## src/acr_defs.vh

```
// Purpose: constants for the adaptive current regulator
// Assumes: plain Verilog-2005 include
// Notes:   all widths fixed
`ifndef ACR_DEFS_VH
`define ACR_DEFS_VH
`define ACR_SCALE_W      5
`define ACR_LOAD_W       10
`define ACR_SET_W        4
`define ACR_VEL_W        20
`define ACR_CNT_W        6
`define ACR_THR_SHIFT    5
`define ACR_SCALE_MAX    5'h1f
`define ACR_SCALE_RST    5'h1f
`define ACR_CNT_RST      6'h00
`define ACR_DN_CNT_0     6'h20
`define ACR_DN_CNT_1     6'h08
`define ACR_DN_CNT_2     6'h02
`define ACR_DN_CNT_3     6'h01
`define ACR_FILT_LEN     2'h3
`endif

```

## src/acr_load_filter.v

```verilog
// Purpose: optional four-sample averaging of the load measurement
// Assumes: load_valid_in pulses one cycle per new measurement
// Notes:   filtered output appears only every fourth sample
`timescale 1ns/1ps
`include "acr_defs.vh"
module acr_load_filter (
    // Clock and reset
    input  wire                      clk_in,
    input  wire                      rst_n_in,
    // Control
    input  wire                      filter_en_in,
    // Raw measurement
    input  wire [`ACR_LOAD_W-1:0]    load_in,
    input  wire                      load_valid_in,
    // Result
    output reg  [`ACR_LOAD_W-1:0]    load_out,
    output reg                       load_valid_out
);
    reg  [1:0]              idx_q;
    reg  [`ACR_LOAD_W+1:0]  sum_q;
    wire [`ACR_LOAD_W+1:0]  sum_d;

    assign sum_d = sum_q + {2'h0, load_in};

    // Accumulate four samples, shift to average; pass through when off
    always @(posedge clk_in or negedge rst_n_in) begin
        if (!rst_n_in) begin
            idx_q          <= 2'h0;
            sum_q          <= {(`ACR_LOAD_W+2){1'b0}};
            load_out       <= {`ACR_LOAD_W{1'b0}};
            load_valid_out <= 1'b0;
        end else begin
            load_valid_out <= 1'b0;
            if (load_valid_in) begin
                if (!filter_en_in) begin
                    load_out       <= load_in;
                    load_valid_out <= 1'b1;
                    idx_q          <= 2'h0;
                    sum_q          <= {(`ACR_LOAD_W+2){1'b0}};
                end else if (idx_q == `ACR_FILT_LEN) begin
                    load_out       <= sum_d[`ACR_LOAD_W+1:2];
                    load_valid_out <= 1'b1;
                    idx_q          <= 2'h0;
                    sum_q          <= {(`ACR_LOAD_W+2){1'b0}};
                end else begin
                    idx_q <= idx_q + 2'h1;
                    sum_q <= sum_d;
                end
            end
        end
    end
endmodule

```

## src/acr_regulator.v

```verilog
// Purpose: load-adaptive coil current scale regulator
// Assumes: inputs synchronous to CLK_IN (50 MHz); one load value per full step
// Notes:   settings are plain ports; scale output is registered
//
// Summary of operation
// - Load below lower threshold raises scale by 1, 2, 4 or 8.
// - Lower scale by one after 32, 8, 2 or 1 high readings.
// - Scale never drops below half or quarter of run current.
// - Step time above lower velocity threshold disables regulation and stall stop.
// - Lower velocity threshold ignored in external step/direction mode.
// - Velocity above upper threshold disables regulation and stall stop.
// - Report present scale 0..31, bounded by run current and minimum.
// - Filter bit averages four measurements, quartering update rate.
// - Outside regulation use run current when moving, hold current at standstill.
// - Lower threshold is minimum setting times 32; zero disables regulation.
// - Upper threshold is (minimum plus hysteresis plus one) times 32.
// - Regulation evaluated once per new load measurement.
// - Lower velocity met when step time is at most its threshold.
`timescale 1ns/1ps
`include "acr_defs.vh"
module acr_regulator (
    // Clock and reset
    input  wire                      CLK_IN,
    input  wire                      RST_N_IN,
    // Load measurement
    input  wire [`ACR_LOAD_W-1:0]    LOAD_MEASUREMENT_VALUE_IN,
    input  wire                      LOAD_VALID_IN,
    input  wire                      LOAD_FILTER_EN_IN,
    // Velocity measurement
    input  wire [`ACR_VEL_W-1:0]     MEASURED_STEP_TIME_IN,
    input  wire                      STANDSTILL_IN,
    input  wire                      EXT_STEP_DIR_MODE_IN,
    // Regulation settings
    input  wire [1:0]                CURRENT_INCREMENT_STEP_IN,
    input  wire [1:0]                DECREMENT_READING_COUNT_IN,
    input  wire [`ACR_SET_W-1:0]     LOWER_LOAD_THRESHOLD_IN,
    input  wire [`ACR_SET_W-1:0]     UPPER_THRESHOLD_HYSTERESIS_IN,
    input  wire                      MIN_QUARTER_SEL_IN,
    input  wire [`ACR_VEL_W-1:0]     LOWER_VELOCITY_THRESHOLD_IN,
    input  wire [`ACR_VEL_W-1:0]     UPPER_VELOCITY_THRESHOLD_IN,
    input  wire [`ACR_SCALE_W-1:0]   RUN_CURRENT_SETTING_IN,
    input  wire [`ACR_SCALE_W-1:0]   HOLD_CURRENT_SETTING_IN,
    // Status and setpoint
    output reg  [`ACR_SCALE_W-1:0]   ACTUAL_CURRENT_SCALE_OUT,
    output reg  [`ACR_SCALE_W-1:0]   COIL_CURRENT_SCALE_OUT,
    output reg                       REGULATION_ACTIVE_OUT,
    output reg                       STALL_STOP_ENABLE_OUT
);
    // One-hot regulator states
    localparam [1:0] ST_IDLE = 2'b01;
    localparam [1:0] ST_REG  = 2'b10;

    reg  [1:0]               state_q;
    reg  [1:0]               state_d;
    reg  [`ACR_SCALE_W-1:0]  scale_q;
    reg  [`ACR_SCALE_W-1:0]  scale_d;
    reg  [`ACR_CNT_W-1:0]    hi_cnt_q;
    reg  [`ACR_CNT_W-1:0]    hi_cnt_d;
    wire [`ACR_LOAD_W-1:0]   filt_load;
    wire                     filt_valid;
    wire [`ACR_LOAD_W:0]     lower_thr_full;
    wire [`ACR_LOAD_W-1:0]   lower_thr;
    wire [`ACR_LOAD_W:0]     upper_thr;
    wire [`ACR_SCALE_W-1:0]  min_scale;
    wire                     vel_low_ok;
    wire                     vel_high_ok;
    wire                     vel_ok;
    wire                     reg_en;
    wire [`ACR_SCALE_W:0]    inc_sum;
    wire [`ACR_CNT_W-1:0]    dn_target;

    // Threshold scaling by 32, reused for both thresholds
    function [`ACR_LOAD_W:0] thr_scale;
        input [`ACR_SET_W:0] setting;
        begin
            thr_scale = {1'b0, setting, {`ACR_THR_SHIFT{1'b0}}};
        end
    endfunction

    // High readings needed per decrement; lowering is never urgent, so counts run long
    function [`ACR_CNT_W-1:0] dn_count;
        input [1:0] sel;
        begin
            case (sel)
                2'h0:    dn_count = `ACR_DN_CNT_0;
                2'h1:    dn_count = `ACR_DN_CNT_1;
                2'h2:    dn_count = `ACR_DN_CNT_2;
                default: dn_count = `ACR_DN_CNT_3;
            endcase
        end
    endfunction

    // Keep a candidate scale between the floor and the run setting;
    // the run setting may be lowered while regulating, so both ends are live
    function [`ACR_SCALE_W-1:0] bound_scale;
        input [`ACR_SCALE_W-1:0] cand;
        input [`ACR_SCALE_W-1:0] high_lim;
        input [`ACR_SCALE_W-1:0] low_lim;
        begin
            if (cand > high_lim) begin
                bound_scale = high_lim;
            end else if (cand < low_lim) begin
                bound_scale = low_lim;
            end else begin
                bound_scale = cand;
            end
        end
    endfunction

    // Load path, optionally averaged
    acr_load_filter u_filter (
        .clk_in         (CLK_IN),
        .rst_n_in       (RST_N_IN),
        .filter_en_in   (LOAD_FILTER_EN_IN),
        .load_in        (LOAD_MEASUREMENT_VALUE_IN),
        .load_valid_in  (LOAD_VALID_IN),
        .load_out       (filt_load),
        .load_valid_out (filt_valid)
    );

    // Thresholds and bounds
    assign lower_thr_full = thr_scale({1'b0, LOWER_LOAD_THRESHOLD_IN});
    // Top bit is always clear: fifteen times 32 still fits the load width
    assign lower_thr      = lower_thr_full[`ACR_LOAD_W-1:0];
    assign upper_thr = thr_scale({1'b0, LOWER_LOAD_THRESHOLD_IN}
                       + {1'b0, UPPER_THRESHOLD_HYSTERESIS_IN} + 5'h01);
    // Minimum is the run setting halved or quartered, rounded down;
    // a run setting of one therefore gives a floor of zero
    assign min_scale = MIN_QUARTER_SEL_IN ?
                       (RUN_CURRENT_SETTING_IN >> 2) :
                       (RUN_CURRENT_SETTING_IN >> 1);

    // Velocity window; low limit skipped in step/dir mode
    assign vel_low_ok  = EXT_STEP_DIR_MODE_IN ||
                         (MEASURED_STEP_TIME_IN <= LOWER_VELOCITY_THRESHOLD_IN);
    // Larger step time means slower; above upper velocity means shorter time
    assign vel_high_ok = (MEASURED_STEP_TIME_IN >= UPPER_VELOCITY_THRESHOLD_IN);
    assign vel_ok      = vel_low_ok && vel_high_ok && !STANDSTILL_IN;
    assign reg_en      = vel_ok && (LOWER_LOAD_THRESHOLD_IN != 4'h0);

    assign inc_sum = {1'b0, scale_q} + ({{`ACR_SCALE_W{1'b0}}, 1'b1}
                     << CURRENT_INCREMENT_STEP_IN);

    // Decrement count selection
    assign dn_target = dn_count(DECREMENT_READING_COUNT_IN);

    // Next-state and scale update
    always @* begin
        state_d  = state_q;
        scale_d  = scale_q;
        hi_cnt_d = hi_cnt_q;
        case (state_q)
            ST_IDLE: begin
                // Plain run current while idle, so regulation restarts from full
                scale_d  = RUN_CURRENT_SETTING_IN;
                hi_cnt_d = `ACR_CNT_RST;
                if (reg_en) begin
                    state_d = ST_REG;
                end
            end
            ST_REG: begin
                // A valid on the entry edge is dropped; scale starts from run
                if (!reg_en) begin
                    state_d  = ST_IDLE;
                    scale_d  = RUN_CURRENT_SETTING_IN;
                    hi_cnt_d = `ACR_CNT_RST;
                end else if (filt_valid) begin
                    if (filt_load < lower_thr) begin
                        hi_cnt_d = `ACR_CNT_RST;
                        if (inc_sum > {1'b0, RUN_CURRENT_SETTING_IN}) begin
                            scale_d = RUN_CURRENT_SETTING_IN;
                        end else begin
                            scale_d = inc_sum[`ACR_SCALE_W-1:0];
                        end
                    end else if ({1'b0, filt_load} >= upper_thr) begin
                        // Count this reading; decrement once the target is reached,
                        // so a target of one lowers the scale on every high reading
                        if (hi_cnt_q + 6'h01 >= dn_target) begin
                            hi_cnt_d = `ACR_CNT_RST;
                            if (scale_q > min_scale) begin
                                scale_d = scale_q - 5'h01;
                            end
                        end else begin
                            hi_cnt_d = hi_cnt_q + 6'h01;
                        end
                    end else begin
                        hi_cnt_d = `ACR_CNT_RST;
                    end
                end
                // Run setting may drop while regulating; clamp both ways
                scale_d = bound_scale(scale_d, RUN_CURRENT_SETTING_IN, min_scale);
            end
            default: begin
                state_d  = ST_IDLE;
                scale_d  = RUN_CURRENT_SETTING_IN;
                hi_cnt_d = `ACR_CNT_RST;
            end
        endcase
    end

    // State registers and registered outputs
    always @(posedge CLK_IN or negedge RST_N_IN) begin
        if (!RST_N_IN) begin
            state_q                  <= ST_IDLE;
            scale_q                  <= `ACR_SCALE_RST;
            hi_cnt_q                 <= `ACR_CNT_RST;
            ACTUAL_CURRENT_SCALE_OUT <= `ACR_SCALE_RST;
            COIL_CURRENT_SCALE_OUT   <= {`ACR_SCALE_W{1'b0}};
            REGULATION_ACTIVE_OUT    <= 1'b0;
            STALL_STOP_ENABLE_OUT    <= 1'b0;
        end else begin
            state_q                  <= state_d;
            scale_q                  <= scale_d;
            hi_cnt_q                 <= hi_cnt_d;
            ACTUAL_CURRENT_SCALE_OUT <= scale_d;
            // Hold current at standstill, else regulated or plain run
            COIL_CURRENT_SCALE_OUT   <= STANDSTILL_IN ? HOLD_CURRENT_SETTING_IN : scale_d;
            REGULATION_ACTIVE_OUT    <= (state_d == ST_REG);
            STALL_STOP_ENABLE_OUT    <= vel_ok;
        end
    end
endmodule
```

## config.mk

```make
export PLATFORM = sky130hd
export DESIGN_NAME = acr_regulator
export DESIGN_NICKNAME = d
export VERILOG_FILES = /design/src/acr_load_filter.v /design/src/acr_regulator.v
export VERILOG_INCLUDE_DIRS = /design/src /design/src/src
export SDC_FILE = /design/constraint.sdc
export NUM_CORES = 1
export LEC_CHECK = 0
export ABC_CLOCK_PERIOD_IN_PS = 8700
export BUFFER_PORTS_ARGS = -buffer_cell sky130_fd_sc_hd__buf_2
export CELL_PAD_IN_SITES_DETAIL_PLACEMENT = 1
export CELL_PAD_IN_SITES_GLOBAL_PLACEMENT = 1
export CORE_UTILIZATION = 27
export DETAILED_ROUTE_END_ITERATION = 10
export PLACE_DENSITY_LB_ADDON = 0.1
export SETUP_SLACK_MARGIN = 0.15
export SLEW_MARGIN = 15
export SYNTH_ARGS = -nofsm -noshare
export SYNTH_HDL_FRONTEND = slang
export SYNTH_SLANG_ARGS = --single-unit
```

## constraint.sdc

```tcl
create_clock -name CLK_IN -period 8.7 [get_ports CLK_IN]
set_input_delay 1.74 -clock CLK_IN [delete_from_list [all_inputs] [get_ports CLK_IN]]
set_output_delay 1.74 -clock CLK_IN [all_outputs]
set_load 0.05 [all_outputs]
```

# After elaboration in Yosys (flattened, before gate mapping)

Index checks and enable logic that the tools add are counted.
Widths: inputs -> output; s select.

Bits of input ports: 99
Bits in registers: 45
Logic and storage cells: 75
Output and inout port bits: 12

Add/subtract/negate cells: 7
$lt $le $gt $ge: 9
Mux-type cells: 32
Eq/ne operators: 8
Reductions and logical operators: 8
Shift operators: 1

Operator list:

| cell                | number |
|---|---|
| $mux 5              | 12 |
| $mux 6              | 6 |
| $mux 12             | 2 |
| $ge 20x20->1        | 1 |
| $le 20x20->1        | 1 |
| $mux 10             | 2 |
| $pmux 6 s3          | 1 |
| $add 12x10->12      | 1 |
| $ge 10x10->1        | 1 |
| $lt 10x9->1         | 1 |
| $eq 2x2->1 const B  | 4 |
| $mux 2              | 4 |
| $add 5x6->6         | 1 |
| $add 6x1->6 const B | 1 |
| $ge 6x6->1          | 1 |
| $gt 6x5->1          | 1 |
| $shl 1x2->6 const A | 1 |
| $add 4x4->5         | 1 |
| $add 5x1->5 const B | 1 |
| $gt 5x4->1          | 1 |
| $gt 5x5->1          | 1 |
| $lt 5x4->1          | 1 |
| $sub 5x1->5 const B | 1 |
| $eq 2x1->1 const B  | 2 |
| other kinds (12)    | 16 |

# Longest topological paths before layout

Depth in word-level cells: 14
Depth in mapped cells: 27
Mapped depth without buffers: 26

# By module

Synthesis repeated with hierarchy kept, for this count alone.

Cell total of the unflattened synthesis: 581
Area total of the unflattened synthesis: 4956.0 um2

By module, submodules not included:

| module          | cells each | sequential area each (um2) | instances | area an instance (um2) |
|---|---|---|---|---|
| acr_regulator   | 413        | 508.0                      | 1         | 3389.5 |
| acr_load_filter | 168        | 625.6                      | 1         | 1566.5 |

# Least setup slack after synthesis

No wires, ideal clock.

Kind: input -> register
From: in LOWER_LOAD_THRESHOLD_IN[0]
To: reg COIL_CURRENT_SCALE_OUT[1]
Path buffers: 1
Required time: 8.581 ns
Cell stages on the path: 25
Data arrival time: 5.833 ns
Setup slack: 2.748 ns
Library setup time: 0.119 ns
Cell sequence: inv_1 ha_1 inv_1 fa_1 inv_1 ha_1 and3b_1 a221o_1 a221oi_2 a2111oi_4 nand3_1 o21ai_0 a221oi_1 a21oi_1 inv_1 ha_1 nor2b_1 o21a_1 o21ai_0 nand2b_1 a21oi_1 o21ai_0 clkbuf_1 or2_2 o21ba_1

Word-level cells in the longest chain between the ends: 13
Elaborated cells on any way between the ends: 17
Those cells by class: 2 x add/sub; 4 x order compare; 9 x mux; 2 x reduce/logical

RTL lines:

| what                   | line                | RTL |
|---|---|---|
| start: declaration     | acr_regulator.v:36  | `` input wire [`ACR_SET_W-1:0] LOWER_LOAD_THRESHOLD_IN, `` |
| $add 4x4->5            | acr_regulator.v:126 | `+ {1'b0, UPPER_THRESHOLD_HYSTERESIS_IN} + 5'h01);` |
| $add 5x1->5            | acr_regulator.v:126 |  |
| $ge 10x10->1           | acr_regulator.v:175 | `end else if ({1'b0, filt_load} >= upper_thr) begin` |
| $mux 5                 | acr_regulator.v:175 |  |
| $mux 5                 | acr_regulator.v:168 | `if (filt_load < lower_thr) begin` |
| $mux 5                 | acr_regulator.v:167 | `end else if (filt_valid) begin` |
| $mux 5 (*)             | acr_regulator.v:163 | `if (!reg_en) begin` |
| $mux 5 (*)             | acr_regulator.v:152 | `case (state_q)` |
| $lt 5x4->1             | acr_regulator.v:102 | `end else if (cand < low_lim) begin` |
| $mux 5                 | acr_regulator.v:102 |  |
| $mux 5 (*)             | acr_regulator.v:100 | `if (cand > high_lim) begin` |
| $mux 5 (*)             | acr_regulator.v:152 |  |
| $mux 5 (*)             | acr_regulator.v:217 | `COIL_CURRENT_SCALE_OUT <= STANDSTILL_IN ? HOLD_CURRENT_SETTING_IN : scale_d;` |
| end signal: assignment | acr_regulator.v:208 | `` COIL_CURRENT_SCALE_OUT <= {`ACR_SCALE_W{1'b0}}; `` |
| end signal: assignment | acr_regulator.v:217 |  |
| end: declaration       | acr_regulator.v:45  | `` output reg [`ACR_SCALE_W-1:0] COIL_CURRENT_SCALE_OUT, `` |

Mark *: on every way between the ends. The rest lies on a longest branch, timed or not. The select of a mux whose other input is x is not followed.
A chain may end at the register's enable or synchronous reset.

# Final worst setup path

From: in CURRENT_INCREMENT_STEP_IN[0]
To: reg COIL_CURRENT_SCALE_OUT[2]

Word-level cells in the longest chain between the ends: 13
Elaborated cells on any way between the ends: 14
Those cells by class: 1 x add/sub; 3 x order compare; 1 x shift; 9 x mux

RTL lines:

| what               | line                | RTL |
|---|---|---|
| start: declaration | acr_regulator.v:34  | `input wire [1:0] CURRENT_INCREMENT_STEP_IN,` |
| $shl 1x2->6 (*)    | acr_regulator.v:141 | `` assign inc_sum = {1'b0, scale_q} + ({{`ACR_SCALE_W{1'b0}}, 1'b1} `` |
| $add 5x6->6 (*)    | acr_regulator.v:141 |  |
| $gt 6x5->1         | acr_regulator.v:170 | `if (inc_sum > {1'b0, RUN_CURRENT_SETTING_IN}) begin` |
| $mux 5 (*)         | acr_regulator.v:170 |  |
| $mux 5 (*)         | acr_regulator.v:168 |  |
| $mux 5 (*)         | acr_regulator.v:167 |  |
| $mux 5 (*)         | acr_regulator.v:163 |  |
| $mux 5 (*)         | acr_regulator.v:152 |  |
| $lt 5x4->1         | acr_regulator.v:102 |  |
| $mux 5             | acr_regulator.v:102 |  |
| $mux 5 (*)         | acr_regulator.v:100 |  |
| $mux 5 (*)         | acr_regulator.v:152 |  |
| $mux 5 (*)         | acr_regulator.v:217 |  |

Marked as above.

==> run_results.csv <==
group,metric,value,unit
placed_design,placed_cells,881,
global_routing,grt_overflow,0,
worst_setup_path,cpMaxStageDelayCell,"fa_1",
sta,finalMaxSlewViolations,0,
routing,drt_iter0_drc,132,
die,die_area,18300,sq um
die,die_width,135,um
global_routing,grt_max_degree,46,
min_path,worstHoldPathType,"reg -> reg",
sta,worst_slew_pin_slew,0.967,ns
clocking,numClockSinks,45,
placed_design,gp_congestion,0.869,
global_routing,antenna_found_initial,2,
synthesis,synth_cells,556,
job,cap_violations,0,
synthesis,yosys_warnings,0,
final_layout,final_nets,857,
power_and_ir_drop,vdd_ir_drop_max,0.0870,mV
synthesis,synth_seq_cells,45,
final_layout,register_area,1130,sq um
clocking,cts_root_buf,"clkbuf_16",
sta,fin_ws,2.35,ns
synthesis,yosysTopAreaCell,"ha_1",
worst_setup_path,crit_fanout,11,
routing,vias_per_cell,4.88,
global_routing,grt_first_pass_wirelength,23600,um
final_layout,multi_input_comb_area,3320,sq um
synthesis,synth.avg_cell_area,8.61,sq um
clocking,clk_transition_reported_paths,0.07,ns
clocking,post_cts_buffers,0,
placed_design,io_buffers,110,
sta,tns,0,ns
worst_setup_path,crit_buf_inv,2,
routing,vias,4348,
clocking,cts-resized-gates,0,
synthesis,synth_edf_count,0,
routing,avgRoutedWirePerCell,15.8,um
worst_setup_path,cp-start-kind,"input port",
die,row_count,48,
clocking,holdBufCountCts,0,
global_routing,first_global_vias,4813,
routing,drc,0,
synthesis,synth_flop_cell,"dfrtp_1",
sta,fin_skew,0.00943,ns
die,initial_utilization,27.7,%
power_and_ir_drop,power.density,175,nW/um^2
worst_setup_path,arrival,6.53,ns
sta,max_freq,158,MHz
worst_setup_path,crit_path_frequent_cell,"a21oi_1",
sta,whs,0.485,ns
die,die_h,135,um
outcome,status,"finished clean",
sta,finalCriticalPeriod,6.35,ns
sta,hold_violations,0,
sta,finalSetupViolations,0,
clocking,clock_path_buffers,2,
final_layout,drive_above_1_share,21.4,%
synthesis,ys_types,68,
synthesis,synth_top_area_share,24.0,%
placed_design,placed_area,5590,sq um
synthesis,synthTopCellsByArea,"ha_1 24%, dfrtp_1 20%, inv_1 6.0%",
synthesis,async_flop_share,100,%
die,core_area,17300,sq um
sta,min_period_over_period,73.0,%
sta,grt_setup_unrepaired,"no",
worst_setup_path,cpPeakStageDelay,0.43,ns
placed_design,pre_cts_ws,1.77,ns
routing,drtAntennaViolNets,0,
worst_setup_path,crit_required,8.88,ns
clocking,clk_latency,0.30,ns
routing,first_pass_iters,4,
global_routing,grt_use_total,16.3,%
final_layout,fillers,2122,
sta,maxSlewHeadroom,35.3,%
worst_setup_path,critPathTopFamily,"compound AO/OA/AOI/OAI gates",
synthesis,synth_area,4790,sq um
clocking,cts_made_buffers,5,
final_layout,final_cell_count_no_fill,891,
synthesis,syn_nets,750,
worst_setup_path,crit_type,"in -> reg",
clocking,htreeDepth,2,
final_layout,fin_area,5770,sq um
clocking,cts_tree,"done",
final_layout,syn_to_final_growth,20.5,%
synthesis,ys_seq_area_share,23.7,%
die,io_pins,111,
worst_setup_path,cp-end-kind,"register",
placed_design,dp_hpwl,11800,um
routing,totalWireLength,14100,um
power_and_ir_drop,p_leak,3.07,nW
## worst reg2reg max path, delay by kind of cell (launching register included)
family                   cells  cell delay [ns]
AO/OA/AOI/OAI               13             2.13
flip-flops                   1             0.40
adder cells (fa/ha/maj)      4             1.28
XOR/XNOR                     1             0.17
AND/OR/NAND/NOR              5             1.02
buffers and inverters        1             0.09
## Yosys cell counts, drive strengths merged (4+ instances only)
master and instances:
ha 92, inv 78, a21oi 40, nand2 40, dfrtp 39, o21ai 37
nor2 32, mux2i 16, nand3 15, xnor2 14, a21o 13, a22o 9
clkbuf 8, nand2b 8, dfstp 6, a211oi 5, a31oi 5, mux2 5
nand4 5, nor3 5, o21a 5, a22oi 4, and2 4, and4 4
nor2b 4, o21bai 4, or2 4, xor2 4
## stage by stage
stage                     power (mW)  utilization (%)
after floorplan                0.644                -
after global placement         0.766             32.3
after detailed placement       0.783             32.3
after CTS                       1.03             33.3
after global routing            1.10             33.3
final                           1.01             33.4
## placed cells by master (no fill, tap or decap), drive strengths merged, types with 4 or more instances in the layout
master  netlist  routed
nand3        15      15
dfrtp        39      39
buf           3     111
nor2b         4       4
dfstp         6       6
clkbuf        8       6
and4          4       4
o21bai        4       4
and2          4       4
xor2          4       4
a211oi        5       5
nor2         32      32
nand2b        8       8
nor3          5       5
a31oi         5       5
o21a          5       5
nand2        40      40
mux2i        16      16
or2           4       4
inv          78      79
ha           92      92
a21o         13      13
mux2          5       5
a22o          9       9
xnor2        14      14
nand4         5       5
a21oi        40      40
a22oi         4       4
o21ai        37      37
## area by class of cell
cell class	instances	area share [%]
multi-input cells	422	57.5
flip-flops and latches	45	19.6
repair buffers	111	9.67
inverters	78	5.07
well taps	225	4.88
clock buffers	6	2.41
clock inverters	2	0.716
diodes	2	0.0867
## logic make-up after synthesis
family / Yosys count / share of synthesized area, %
flip-flops: 45 / 23.7
buffers and inverters: 89 / 7.03
adder cells (fa/ha/maj): 95 / 25.3
multiplexers: 21 / 4.60
AO/OA/AOI/OAI: 158 / 22.7
AND/OR/NAND/NOR: 130 / 13.4
XOR/XNOR: 18 / 3.29
## registers in the layout (all words and copies together), names as in the netlist
name,cells
scale_q,5
STALL_STOP_ENABLE_OUT,1
u_filter.load_out,10
REGULATION_ACTIVE_OUT,1
u_filter.sum_q,12
COIL_CURRENT_SCALE_OUT,5
hi_cnt_q,6
u_filter.idx_q,2
u_filter.load_valid_out,1
state_q,2
## per-layer routing
| layer | GRT usage (%) | wire (um) | part of all wire, % | vias to the layer above |
|---|---|---|---|---|
| met4 | 3.18 | 150 | 1.1 | 0 |
| met3 | 2.88 | 509 | 3.6 | 13 |
| met1 | 20.3 | 6520 | 46 | 2068 |
| li1 | - | - | - | 2204 |
| met5 | 0 | 0 | 0 | - |
| met2 | 29.3 | 6920 | 49 | 63 |
## power breakdown
group	switching, mW	internal (mW)	total (mW)
Combinational	0.272	0.208	0.480
Sequential	0.0389	0.257	0.296
Clock	0.0906	0.146	0.236
Total	0.401	0.610	1.01
## worst paths after layout
check	startpoint	endpoint	slack, ns	cells past startpoint
max in group asynchronous	RST_N_IN	STALL_STOP_ENABLE_OUT	6.74	2
hold / removal	u_filter.load_out[3]	u_filter.load_out[3]	0.49	2
min in group asynchronous	RST_N_IN	u_filter.idx_q[0]	1.54	2
setup reg to reg	scale_q[0]	COIL_CURRENT_SCALE_OUT[2]	3.53	24
setup / recovery	CURRENT_INCREMENT_STEP_IN[0]	COIL_CURRENT_SCALE_OUT[2]	2.35	26
hold reg to reg	u_filter.load_out[3]	u_filter.load_out[3]	0.49	2
Power figures use the tool's default switching activity.
